==> config.mk <==
export PLATFORM = sky130hd
export DESIGN_NAME = flash_id_otp
export DESIGN_NICKNAME = d
export VERILOG_FILES = /design/src/flash_id_otp_pkg.sv /design/src/flash_id_otp.sv
export SDC_FILE = /design/constraint.sdc
export NUM_CORES = 1
export LEC_CHECK = 0
export BUFFER_PORTS_ARGS = -buffer_cell sky130_fd_sc_hd__buf_4
export CAP_MARGIN = 20
export CORE_MARGIN = 3
export CORE_UTILIZATION = 60
export CTS_CLUSTER_SIZE = 20
export DETAILED_ROUTE_END_ITERATION = 12
export PLACE_DENSITY = 0.81
export SLEW_MARGIN = 10
export SYNTH_ARGS = -nofsm -noshare
export SYNTH_HDL_FRONTEND = slang
export SYNTH_SLANG_ARGS = --single-unit
==> constraint.sdc <==
create_clock -name clk -period 5.2 [get_ports clk]
set_input_delay 1.3 -clock clk [delete_from_list [all_inputs] [get_ports clk]]
set_output_delay 1.3 -clock clk [all_outputs]
set_load 0.01 [all_outputs]
==> src/flash_id_otp_pkg.sv <==
/*
  Constants and types for the identification, four-line mode and
  one-time-programmable command slice of a serial flash.
  Assumes a single system clock that samples the serial pins.
*/
package flash_id_otp_pkg;

  // ==========================================================
  // opcodes
  localparam logic [7:0] OP_ID_DUAL = 8'h92;
  localparam logic [7:0] OP_ID_QUAD = 8'h94;
  localparam logic [7:0] OP_ID_STD = 8'h9f;
  localparam logic [7:0] OP_QMODE_ON = 8'h38;
  localparam logic [7:0] OP_QMODE_OFF = 8'hff;
  localparam logic [7:0] OP_OTP_ENTER = 8'hb1;
  localparam logic [7:0] OP_OTP_EXIT = 8'hc1;
  localparam logic [7:0] OP_SEC_READ = 8'h2b;
  localparam logic [7:0] OP_SEC_WRITE = 8'h2f;

  // ==========================================================
  // field layout and timing counts
  localparam logic [5:0] OPCODE_BITS = 6'd8;
  localparam logic [5:0] ADDR_MODE_BITS = 6'd32;
  localparam logic [5:0] DATA_BITS = 6'd8;
  localparam int ADDR_LSB_POS = 8;
  localparam logic [3:0] DUAL_GAP_CLKS = 4'd0;
  localparam logic [3:0] QUAD_GAP_CLKS = 4'd4;
  localparam int SEC_FACTORY_BIT = 0;
  localparam int SEC_CUSTOMER_BIT = 1;
  localparam logic [5:0] SEC_RESERVED_VAL = 6'h00;
  localparam logic [23:0] SN_FIRST = 24'h000000;
  localparam logic [23:0] SN_LAST = 24'h00000f;
  localparam logic [23:0] OTP_LAST = 24'h0001ff;

  // ==========================================================
  // types
  typedef enum logic [3:0] {
    st_idle, st_opcode, st_addr, st_gap, st_out,
    st_wdata, st_wdone, st_exec, st_ffseq, st_ignore
  } state_t;

  typedef struct packed {
    logic cs_n;
    logic sclk;
    logic [3:0] io;
  } pins_t;

  typedef struct packed {
    logic [3:0] out;
    logic [3:0] oe;
  } drive_t;

endpackage : flash_id_otp_pkg

==> src/flash_id_otp.sv <==
/*
  Command slice of a serial flash: ID reads, four-line mode entry
  and exit, OTP mode and the security byte.
  Assumes the serial pins are asynchronous to clk and much slower;
  the array engines and the non-volatile store sit outside.
*/
`timescale 1ns/1ps
module flash_id_otp #(
  parameter logic [7:0] MAKER_ID = 8'h5a, // arbitrary value
  parameter logic [7:0] DEVICE_ID = 8'h15, // arbitrary value
  parameter logic [7:0] MEM_TYPE = 8'h28, // arbitrary value
  parameter logic [7:0] CAPACITY = 8'h16 // arbitrary value
) (
  // clock and reset
  input wire logic clk,
  input wire logic reset_n,
  // serial pins, outside the clock domain
  input wire flash_id_otp_pkg::pins_t pin_in,
  output flash_id_otp_pkg::drive_t pin_drive,
  // stored and configuration state from neighbouring logic
  input wire logic quad_enable_bit,
  input wire logic factory_lock_in,
  input wire logic customer_lock_in,
  input wire logic [23:0] access_addr,
  // mode and permission state
  output logic four_line_command_mode,
  output logic otp_mode,
  output logic customer_lock_flag,
  output logic array_write_block,
  output logic status_write_block,
  output logic otp_program_allowed,
  output logic serial_number_hit,
  output logic otp_addr_valid
);

  // ==========================================================
  // pin synchronisers and edge detection
  flash_id_otp_pkg::pins_t pin_m_q;
  flash_id_otp_pkg::pins_t pin_s_q;
  logic sclk_d_q;
  logic cs_d_q;

  // two flops before anything looks at the pins
  always_ff @(posedge clk or negedge reset_n) begin
    if (!reset_n) begin
      pin_m_q <= '{cs_n: 1'b1, sclk: 1'b0, io: 4'h0};
      pin_s_q <= '{cs_n: 1'b1, sclk: 1'b0, io: 4'h0};
      sclk_d_q <= 1'b0;
      cs_d_q <= 1'b1;
    end else begin
      pin_m_q <= pin_in;
      pin_s_q <= pin_m_q;
      sclk_d_q <= pin_s_q.sclk;
      cs_d_q <= pin_s_q.cs_n;
    end
  end

  logic sclk_rise;
  logic sclk_fall;
  logic cs_rise;
  assign sclk_rise = pin_s_q.sclk & ~sclk_d_q & ~pin_s_q.cs_n;
  assign sclk_fall = ~pin_s_q.sclk & sclk_d_q & ~pin_s_q.cs_n;
  assign cs_rise = pin_s_q.cs_n & ~cs_d_q;

  // ==========================================================
  // command state
  flash_id_otp_pkg::state_t state_q;
  logic [7:0] cmd_q;
  logic [31:0] shift_q;
  logic [5:0] cnt_q;
  logic [2:0] in_lanes_q;
  logic [2:0] out_lanes_q;
  logic [3:0] gap_q;
  logic order_q;
  logic [7:0] wdata_q;
  logic quad_q;
  logic otp_q;
  logic factory_q;
  logic customer_q;
  logic loaded_q;

  // input lanes: opcode width follows the mode
  logic [2:0] lanes_in;
  logic [31:0] shift_d;
  logic [5:0] cnt_d;

  always_comb begin
    if (state_q == flash_id_otp_pkg::st_opcode) begin
      lanes_in = quad_q ? 3'd4 : 3'd1;
    end else begin
      lanes_in = in_lanes_q;
    end
    unique case (lanes_in)
      3'd2: shift_d = {shift_q[29:0], pin_s_q.io[1:0]};
      3'd4: shift_d = {shift_q[27:0], pin_s_q.io};
      default: shift_d = {shift_q[30:0], pin_s_q.io[0]};
    endcase
    cnt_d = cnt_q + {3'd0, lanes_in};
  end

  // the byte just completed by this edge
  logic [7:0] byte_in;
  assign byte_in = shift_d[7:0];

  // sequencer: select moves idle to opcode; bits shift and decode only on synchronised sclk rising edges
  always_ff @(posedge clk or negedge reset_n) begin
    if (!reset_n) begin
      state_q <= flash_id_otp_pkg::st_idle;
      cmd_q <= 8'h00;
      shift_q <= 32'h0000_0000;
      cnt_q <= 6'd0;
      in_lanes_q <= 3'd1;
      out_lanes_q <= 3'd1;
      gap_q <= 4'd0;
      order_q <= 1'b0;
      wdata_q <= 8'h00;
    end else if (pin_s_q.cs_n) begin
      state_q <= flash_id_otp_pkg::st_idle;
      cnt_q <= 6'd0;
    end else if (state_q == flash_id_otp_pkg::st_idle) begin
      state_q <= flash_id_otp_pkg::st_opcode;
      cnt_q <= 6'd0;
    end else if (sclk_rise) begin
      shift_q <= shift_d;
      cnt_q <= cnt_d;
      unique case (state_q)
        flash_id_otp_pkg::st_opcode: begin
          if (cnt_d == flash_id_otp_pkg::OPCODE_BITS) begin
            cmd_q <= byte_in;
            cnt_q <= 6'd0;
            order_q <= 1'b0;
            out_lanes_q <= quad_q ? 3'd4 : 3'd1;
            in_lanes_q <= quad_q ? 3'd4 : 3'd1;
            unique case (byte_in)
              flash_id_otp_pkg::OP_ID_STD,
              flash_id_otp_pkg::OP_SEC_READ:
                state_q <= flash_id_otp_pkg::st_out;
              flash_id_otp_pkg::OP_ID_DUAL: begin
                // dual form exists only in serial mode
                state_q <= quad_q ? flash_id_otp_pkg::st_ignore
                                  : flash_id_otp_pkg::st_addr;
                in_lanes_q <= 3'd2;
                out_lanes_q <= 3'd2;
                gap_q <= flash_id_otp_pkg::DUAL_GAP_CLKS;
              end
              flash_id_otp_pkg::OP_ID_QUAD: begin
                state_q <= flash_id_otp_pkg::st_addr;
                in_lanes_q <= 3'd4;
                out_lanes_q <= 3'd4;
                gap_q <= flash_id_otp_pkg::QUAD_GAP_CLKS;
              end
              flash_id_otp_pkg::OP_QMODE_ON: begin
                // only from serial mode, only with quad enable
                if (!quad_q && quad_enable_bit) begin
                  state_q <= flash_id_otp_pkg::st_exec;
                end else begin
                  state_q <= flash_id_otp_pkg::st_ignore;
                end
              end
              flash_id_otp_pkg::OP_QMODE_OFF: begin
                state_q <= quad_q ? flash_id_otp_pkg::st_ffseq
                                  : flash_id_otp_pkg::st_ignore;
              end
              flash_id_otp_pkg::OP_OTP_ENTER,
              flash_id_otp_pkg::OP_OTP_EXIT:
                state_q <= flash_id_otp_pkg::st_exec;
              flash_id_otp_pkg::OP_SEC_WRITE:
                state_q <= flash_id_otp_pkg::st_wdata;
              default: state_q <= flash_id_otp_pkg::st_ignore;
            endcase
          end
        end
        flash_id_otp_pkg::st_addr: begin
          // 24 address bits then 8 mode bits
          if (cnt_d == flash_id_otp_pkg::ADDR_MODE_BITS) begin
            order_q <= shift_d[flash_id_otp_pkg::ADDR_LSB_POS];
            if (gap_q == 4'd0) begin
              state_q <= flash_id_otp_pkg::st_out;
            end else begin
              state_q <= flash_id_otp_pkg::st_gap;
            end
          end
        end
        flash_id_otp_pkg::st_gap: begin
          gap_q <= gap_q - 4'd1;
          if (gap_q == 4'd1) begin
            state_q <= flash_id_otp_pkg::st_out;
          end
        end
        flash_id_otp_pkg::st_wdata: begin
          if (cnt_d == flash_id_otp_pkg::DATA_BITS) begin
            wdata_q <= byte_in;
            state_q <= flash_id_otp_pkg::st_wdone;
          end
        end
        // any clock past the last bit spoils the command
        flash_id_otp_pkg::st_wdone,
        flash_id_otp_pkg::st_exec:
          state_q <= flash_id_otp_pkg::st_ignore;
        flash_id_otp_pkg::st_ffseq: begin
          // further bytes must stay all ones
          if (pin_s_q.io != 4'hf) begin
            state_q <= flash_id_otp_pkg::st_ignore;
          end
        end
        flash_id_otp_pkg::st_out,
        flash_id_otp_pkg::st_ignore,
        flash_id_otp_pkg::st_idle: state_q <= state_q;
      endcase
    end
  end

  // ==========================================================
  // output shifter: loads a byte, then shifts on falling edges
  logic [7:0] out_sr_q;
  logic [3:0] out_left_q;
  logic [1:0] idx_q;
  logic [7:0] sec_byte;
  logic [7:0] next_byte;
  logic [1:0] idx_next;

  assign sec_byte = {flash_id_otp_pkg::SEC_RESERVED_VAL,
                     customer_q, factory_q};

  // byte choice per command and position in the stream
  always_comb begin
    next_byte = sec_byte;
    idx_next = idx_q;
    if (cmd_q == flash_id_otp_pkg::OP_ID_STD) begin
      unique case (idx_q)
        2'd1: next_byte = MEM_TYPE;
        2'd2: next_byte = CAPACITY;
        default: next_byte = MAKER_ID;
      endcase
      idx_next = (idx_q == 2'd2) ? 2'd0 : idx_q + 2'd1;
    end else if (cmd_q != flash_id_otp_pkg::OP_SEC_READ) begin
      // maker first unless the address ended in one
      next_byte = (idx_q[0] ^ order_q) ? DEVICE_ID
                                       : MAKER_ID;
      idx_next = {1'b0, ~idx_q[0]};
    end
  end

  // bits presented for the current lane width
  function automatic flash_id_otp_pkg::drive_t present(
      input logic [7:0] sr, input logic [2:0] lanes);
    flash_id_otp_pkg::drive_t d;
    d = '{out: 4'h0, oe: 4'h0};
    unique case (lanes)
      3'd2: d = '{out: {2'b00, sr[7:6]}, oe: 4'h3};
      3'd4: d = '{out: sr[7:4], oe: 4'hf};
      default: d = '{out: {2'b00, sr[7], 1'b0}, oe: 4'h2};
    endcase
    return d;
  endfunction : present

  // shift data out msb first; lines float outside data phase
  always_ff @(posedge clk or negedge reset_n) begin
    if (!reset_n) begin
      out_sr_q <= 8'h00;
      out_left_q <= 4'd0;
      idx_q <= 2'd0;
      pin_drive <= '{out: 4'h0, oe: 4'h0};
    end else if (state_q != flash_id_otp_pkg::st_out ||
                 pin_s_q.cs_n) begin
      out_left_q <= 4'd0;
      idx_q <= 2'd0;
      pin_drive <= '{out: 4'h0, oe: 4'h0};
    end else if (sclk_fall) begin
      if (out_left_q == 4'd0) begin
        pin_drive <= present(next_byte, out_lanes_q);
        out_sr_q <= next_byte << out_lanes_q;
        out_left_q <= 4'd8 - {1'b0, out_lanes_q};
        idx_q <= idx_next;
      end else begin
        pin_drive <= present(out_sr_q, out_lanes_q);
        out_sr_q <= out_sr_q << out_lanes_q;
        out_left_q <= out_left_q - {1'b0, out_lanes_q};
      end
    end
  end

  // ==========================================================
  // mode and lock state, acted on at chip select rise
  // write latch, suspend and wrap live elsewhere and are never
  // touched here, so mode changes keep them as they were
  always_ff @(posedge clk or negedge reset_n) begin
    if (!reset_n) begin
      quad_q <= 1'b0;
      otp_q <= 1'b0;
    end else if (cs_rise) begin
      if (state_q == flash_id_otp_pkg::st_exec) begin
        unique case (cmd_q)
          flash_id_otp_pkg::OP_QMODE_ON: quad_q <= 1'b1;
          flash_id_otp_pkg::OP_OTP_ENTER: otp_q <= 1'b1;
          flash_id_otp_pkg::OP_OTP_EXIT: otp_q <= 1'b0;
          default: otp_q <= otp_q;
        endcase
      end else if (state_q == flash_id_otp_pkg::st_ffseq) begin
        quad_q <= 1'b0;
      end
    end
  end

  // stored lock bits load once after reset release; the customer
  // bit can only go from 0 to 1, so a lock is permanent
  always_ff @(posedge clk or negedge reset_n) begin
    if (!reset_n) begin
      loaded_q <= 1'b0;
      factory_q <= 1'b0;
      customer_q <= 1'b0;
    end else if (!loaded_q) begin
      loaded_q <= 1'b1;
      factory_q <= factory_lock_in;
      customer_q <= customer_lock_in;
    end else if (cs_rise &&
                 state_q == flash_id_otp_pkg::st_wdone &&
                 !otp_q) begin
      customer_q <= customer_q |
                    wdata_q[flash_id_otp_pkg::SEC_CUSTOMER_BIT];
    end
  end

  // ==========================================================
  // permission and address outputs, all registered
  always_ff @(posedge clk or negedge reset_n) begin
    if (!reset_n) begin
      array_write_block <= 1'b0;
      status_write_block <= 1'b0;
      otp_program_allowed <= 1'b0;
      serial_number_hit <= 1'b0;
      otp_addr_valid <= 1'b0;
    end else begin
      array_write_block <= otp_q;
      status_write_block <= otp_q;
      otp_program_allowed <= otp_q & ~factory_q & ~customer_q;
      serial_number_hit <= otp_q &&
        access_addr >= flash_id_otp_pkg::SN_FIRST &&
        access_addr <= flash_id_otp_pkg::SN_LAST;
      otp_addr_valid <= otp_q &&
        access_addr <= flash_id_otp_pkg::OTP_LAST;
    end
  end

  // copies of internal state on dedicated output flops
  always_ff @(posedge clk or negedge reset_n) begin
    if (!reset_n) begin
      four_line_command_mode <= 1'b0;
      otp_mode <= 1'b0;
      customer_lock_flag <= 1'b0;
    end else begin
      four_line_command_mode <= quad_q;
      otp_mode <= otp_q;
      customer_lock_flag <= customer_q;
    end
  end

endmodule : flash_id_otp

; ---- Word level (Yosys, flattened, before mapping)
; Index checks and enable logic that the tools add are counted.
[classes]
bitwise = 18
addsub = 5
n_shift = 2
n_lt_le_gt_ge = 3
reduce_logical = 34
n_eq_ne = 45
mux = 54
[op_table]
columns = operator, count
row1 = "8-bit equality test, second input constant", 9
row2 = 4-bit two-way mux, 14
row3 = 8-bit two-way mux, 5
row4 = "8-bit by 6-bit equality test with 1-bit output, second input constant", 4
row5 = 8-bit one-hot mux with 2 select lines, 2
row6 = 6-bit two-way mux, 5
row7 = 4-bit one-hot mux with 7 select lines, 1
row8 = "24-bit by 1-bit greater-or-equal comparator with 1-bit output, second input constant", 1
row9 = "24-bit by 4-bit less-or-equal comparator with 1-bit output, second input constant", 1
row10 = "24-bit by 9-bit less-or-equal comparator with 1-bit output, second input constant", 1
row11 = 4-bit one-hot mux with 6 select lines, 1
row12 = "4-bit != test, second input constant", 5
row13 = 9-bit one-hot mux with 2 select lines, 1
row14 = "4-bit by 3-bit equality test with 1-bit output, second input constant", 4
row15 = 4-bit one-hot mux with 2 select lines, 2
row16 = 8-bit by 3-bit << shifter with 8-bit output, 2
row17 = 7-bit two-way mux, 2
row18 = 7-bit one-hot mux with 2 select lines, 1
row19 = 4-bit zero test, 3
row20 = 2-bit two-way mux, 6
row21 = 3-bit AND reduction, 4
row22 = 6-bit AND reduction, 2
row23 = 2-bit nonzero test, 6
row24 = 5-bit AND reduction, 2
row25 = 37 further kinds, 77
[totals]
in_bits = 35
reg_bits = 83
wordCells = 193
output_inout_bits = 16

; ---- Longest topological paths before layout
[logic_depth]
word_depth = 12
depth_mapped = 17
ltp_nobuf = 13

; ---- Worst setup path before layout
; Ideal clock, no wire load.
[synth_path]
path_type = register to register
start = register state_q[2]
end = register cmd_q[4]
path_buffers = 4
arrival_ns = 3.310
synth_period_minus_slack_ns = 3.454
slack_ns = 1.746
path_stages_with_launch = 17
t_required_ns = 5.056
setup_time_ns = 0.144
cell_sequence = dfrtp_1 -> buf_6 -> or4b_4 -> buf_6 -> buf_2 -> o21ai_0 -> ha_1 -> ha_1 -> nand2_1 -> o21ai_1 -> xnor2_1 -> a31oi_1 -> nor3_4 -> nand3_1 -> clkbuf_1 -> nand2_1 -> o21ai_0
[synth_between]
elab_chain_len = 5
word_cells_on_any_way = 10
classes_between = 1 x add/sub / 4 x eq/ne / 2 x mux / 1 x bitwise / 2 x reduce/logical
[synth_lines]
columns = item, line
row1 = start: declaration, flash_id_otp.sv:67  ; flash_id_otp_pkg::state_t state_q;
row2 = start signal: assignment, flash_id_otp.sv:108  ; state_q <= flash_id_otp_pkg::st_idle;
row3 = start signal: assignment, flash_id_otp.sv:118  ; state_q <= flash_id_otp_pkg::st_idle;
row4 = start signal: assignment, flash_id_otp.sv:121  ; state_q <= flash_id_otp_pkg::st_opcode;
row5 = 4-bit by 1-bit equality test with 1-bit output, "flash_id_otp.sv:88, flash_id_otp.sv:126"
row6 = 3-bit two-way mux, flash_id_otp.sv:88  ; if (state_q == flash_id_otp_pkg::st_opcode) begin
row7 = 6-bit by 3-bit adder with 6-bit output, flash_id_otp.sv:98  ; cnt_d = cnt_q + {3'd0, lanes_in};
row8 = 6-bit by 4-bit equality test with 1-bit output, flash_id_otp.sv:128  ; if (cnt_d == flash_id_otp_pkg::OPCODE_BITS) begin
row9 = 5-bit AND reduction (no line), n/a
row10 = end signal: assignment, flash_id_otp.sv:129  ; cmd_q <= byte_in;
row11 = end: declaration, flash_id_otp.sv:68  ; logic [7:0] cmd_q;
; Several ways; a longest one is shown, not always the timed one.
; A chain may end at the register's enable or synchronous reset.

; ---- Worst setup path in the final report
[layout_path]
start = register state_q[0]
end = register cmd_q[6]
; The elaborated chain is that of the path after synthesis.

==> metrics.txt <==
post-route ant nets=0; nets=612; first-pass GRT wire length=around 20000 µm; hold_sp=pin_m_q[3]; Critical Path Source Type=flop; initial core utilization=between 60% and 70%; final setup fails=0; min Tclk post-route=4.37 ns; Slew headroom=32.6%; flop and latch count out of synthesis=81; Max Cap Viol=0; CTS resizes=0; CTS tree=built; crit-path most repeated cell=nand3_1; CP endpoint kind=flop; Placer Congestion=0.956; sequential share of the synthesized area=41.1%; Crit-path slowest cell=dfrtp_1; Hold Crit Class=flop to flop; Synth Net Count=roughly 580; final WL=11900 µm; Arrival @ worst endpoint=4.62 ns; Hold Vio Cnt, Final=0; global route overflow=0; DRT iter0 DRCs=357; EDFF count, synth=0; Layout area overhead=11.0%; Diodes inserted=0; WP data required=5.45 ns; clock skew=0.00987 ns; fin crit share=84.0%; Vias/cell=6.50; max incr delay on CP=0.69 ns; Post-CTS Setup Inserts=0; DP Cell Count=655; Die Span X=96.7 µm; full die area=0.00936 mm²; RSZ-0062 raised after global routing=false; Non-Filler Instances=671; clk buf depth=2; crit-path max FO=19; router iterations before antenna repair=6; RR Startpoint=state_q[0]; largest net degree at the start of global routing=82; Post-synth ARST share=100%; outcome=completed; Most used DFF post-synth=dfrtp_1; commonest non-fill, non-tap cell in the layout=dfrtp_1; number of I/O port buffers=46; H-tree levels=3; TritonCTS Buffers=9; routed len/inst=17.7 µm; Worst Max-Slew Pin Slew=1.01 ns; Fin Hold WS=0.358 ns; vias in the first global route=4169; synthesized cell area=0.00494 mm²; Gate Count Post-Synth=533; vias after detailed routing=4364; Root Driver=clkbuf_8; Total Power=about 1900 µW; worst-skew pair later-pin latency=0.37 ns; core box area=0.00785 mm²; I/O pin count=51; syn_area_per_cell=9.27 µm²; commonest non-fill, non-tap cells in the layout=77 x dfrtp_1, 59 x nor2_1, 52 x nand2_1; worst vdd ir=between 0.15 and 0.2 mV; crit path kind=flop to flop; die height=96.7 µm; GRT Overall Usage=between 20% and 30%; Cell variety after synth=78; hold-fix buffers at CTS=0; CP cell instances=nor4b_4 -> nand2_1 -> o21ai_0 -> ha_1 -> nand3_1 -> o21ai_1 -> xnor2_1 -> a31oi_1 -> nor3_4 -> nand3_1 -> mux2_2; Max Freq=229 MHz; leak pwr=between 0.002 and 0.0025 µW; Cell Pwr Density=342 mW/mm²; initial antenna violation count=0; yosys warns=0; Sink Count=81; FP Rows=32; share of layout cells above drive strength 1=18.6%; setup_tns=0 ns; DP HPWL=about 8400 µm; Worst setup startpoint=state_q[0]; Slew Limit Fails=0; clock slew at reported path FFs=0.09 ns; post-route DRC violation count=0
## where the power goes
part	leakage, µW	total (µW)	switching [µW]	internal (µW)
clock	0.0000952	449	255	193
sequential	0.00105	804	98.6	705
combinational	0.00117	624	366	258
## path summary, 6_finish.rpt
check / to / slack [ns] / cells past startpoint
max in group asynchronous: loaded_q / 3.44 / 1
worst min-delay path: pin_s_q[3] / 0.36 / 0
worst max register to register: cmd_q[6] / 0.83 / 11
worst max-delay path: cmd_q[6] / 0.83 / 11
worst min register to register: pin_s_q[3] / 0.36 / 0
min in group asynchronous: pin_s_q[4] / 1.06 / 1
## metrics by stage
step                util [%]  cell area [µm²]  setup slack (ns)
floorplan                  -             4940              1.75
global placement        67.4             5290              1.05
detailed placement      67.4             5290             0.925
CTS                     69.8             5480             0.898
global route            69.8             5480             0.439
finish                  69.8             5480             0.832
## state kept, by name (all words and copies together) (netlist names), 3 cells and up
| name | flops |
|---|---|
| cmd_q | 8 |
| cnt_q | 6 |
| gap_q | 4 |
| out_lanes_q | 3 |
| out_left_q | 4 |
| out_sr_q | 8 |
| pin_drive | 7 |
| pin_m_q | 6 |
| pin_s_q | 6 |
| shift_q | 8 |
| state_q | 4 |
## cell usage after synthesis, types with 4 or more instances
master     instances  area, µm²
o211ai_1           7       52.6
a22o_1             4       35.0
a31oi_1            6       37.5
mux2i_1           14        140
nand3_1           12       60.1
nor2_1            59        221
o21ai_0           29        145
a211oi_1           8       60.1
nand2_1           52        195
and2_1             4       25.0
a21oi_1           39        195
xnor2_1            5       43.8
nand2b_1          11       68.8
dfrtp_1           77       1930
nor2b_1            4       25.0
and3_1             8       50.1
a21o_1             4       30.0
mux2_2            11        124
nor3_1            14       70.1
clkbuf_1          17       63.8
ha_1              12        150
dfstp_2            4        105
nand4b_1           4       35.0
a31o_2             4       35.0
buf_2              5       25.0
nor4_1             8       50.1
nand4bb_1          4       45.0
buf_4              5       37.5
inv_1             12       45.0
or4_1              6       45.0
## layout make-up
class                           instances  area, µm²
Clock buffer                           10        138
Clock inverter                          6       50.0
Fill cell                             614       2370
Inverter                               12       45.0
Multi-Input combinational cell        409       2710
Sequential cell                        81       2030
Tap cell                              102        128
Timing Repair Buffer                   51        383
## layer usage
metal / up-vias / track usage, % / routed length (µm)
met5: - / 0 / 0
met4: 0 / 9.83 / 284
met3: 38 / 5.19 / 782
met2: 187 / 41.7 / 5760
met1: 2098 / 35.4 / 5080
li1: 2041 / - / -
## worst max-delay path: cells and delay by family (launching register included)
family,cells,cell delay (ns)
multiplexers,1,0.48
adder cells (fa/ha/maj),1,0.23
flip-flops,1,0.69
AO/OA/AOI/OAI,3,0.80
AND/OR/NAND/NOR,5,1.84
XOR/XNOR,1,0.21
## cell families after synthesis
kind of cell / count (synthesis) / share of synthesized area (%)
multiplexers: 25 / 5.35
other: 1 / 0.0759
XOR/XNOR: 7 / 1.24
AND/OR/NAND/NOR: 214 / 23.6
flip-flops: 81 / 41.1
AO/OA/AOI/OAI: 149 / 21.1
adder cells (fa/ha/maj): 13 / 3.45
buffers and inverters: 43 / 4.08
Note: power is estimated with default switching activity, not from simulation.
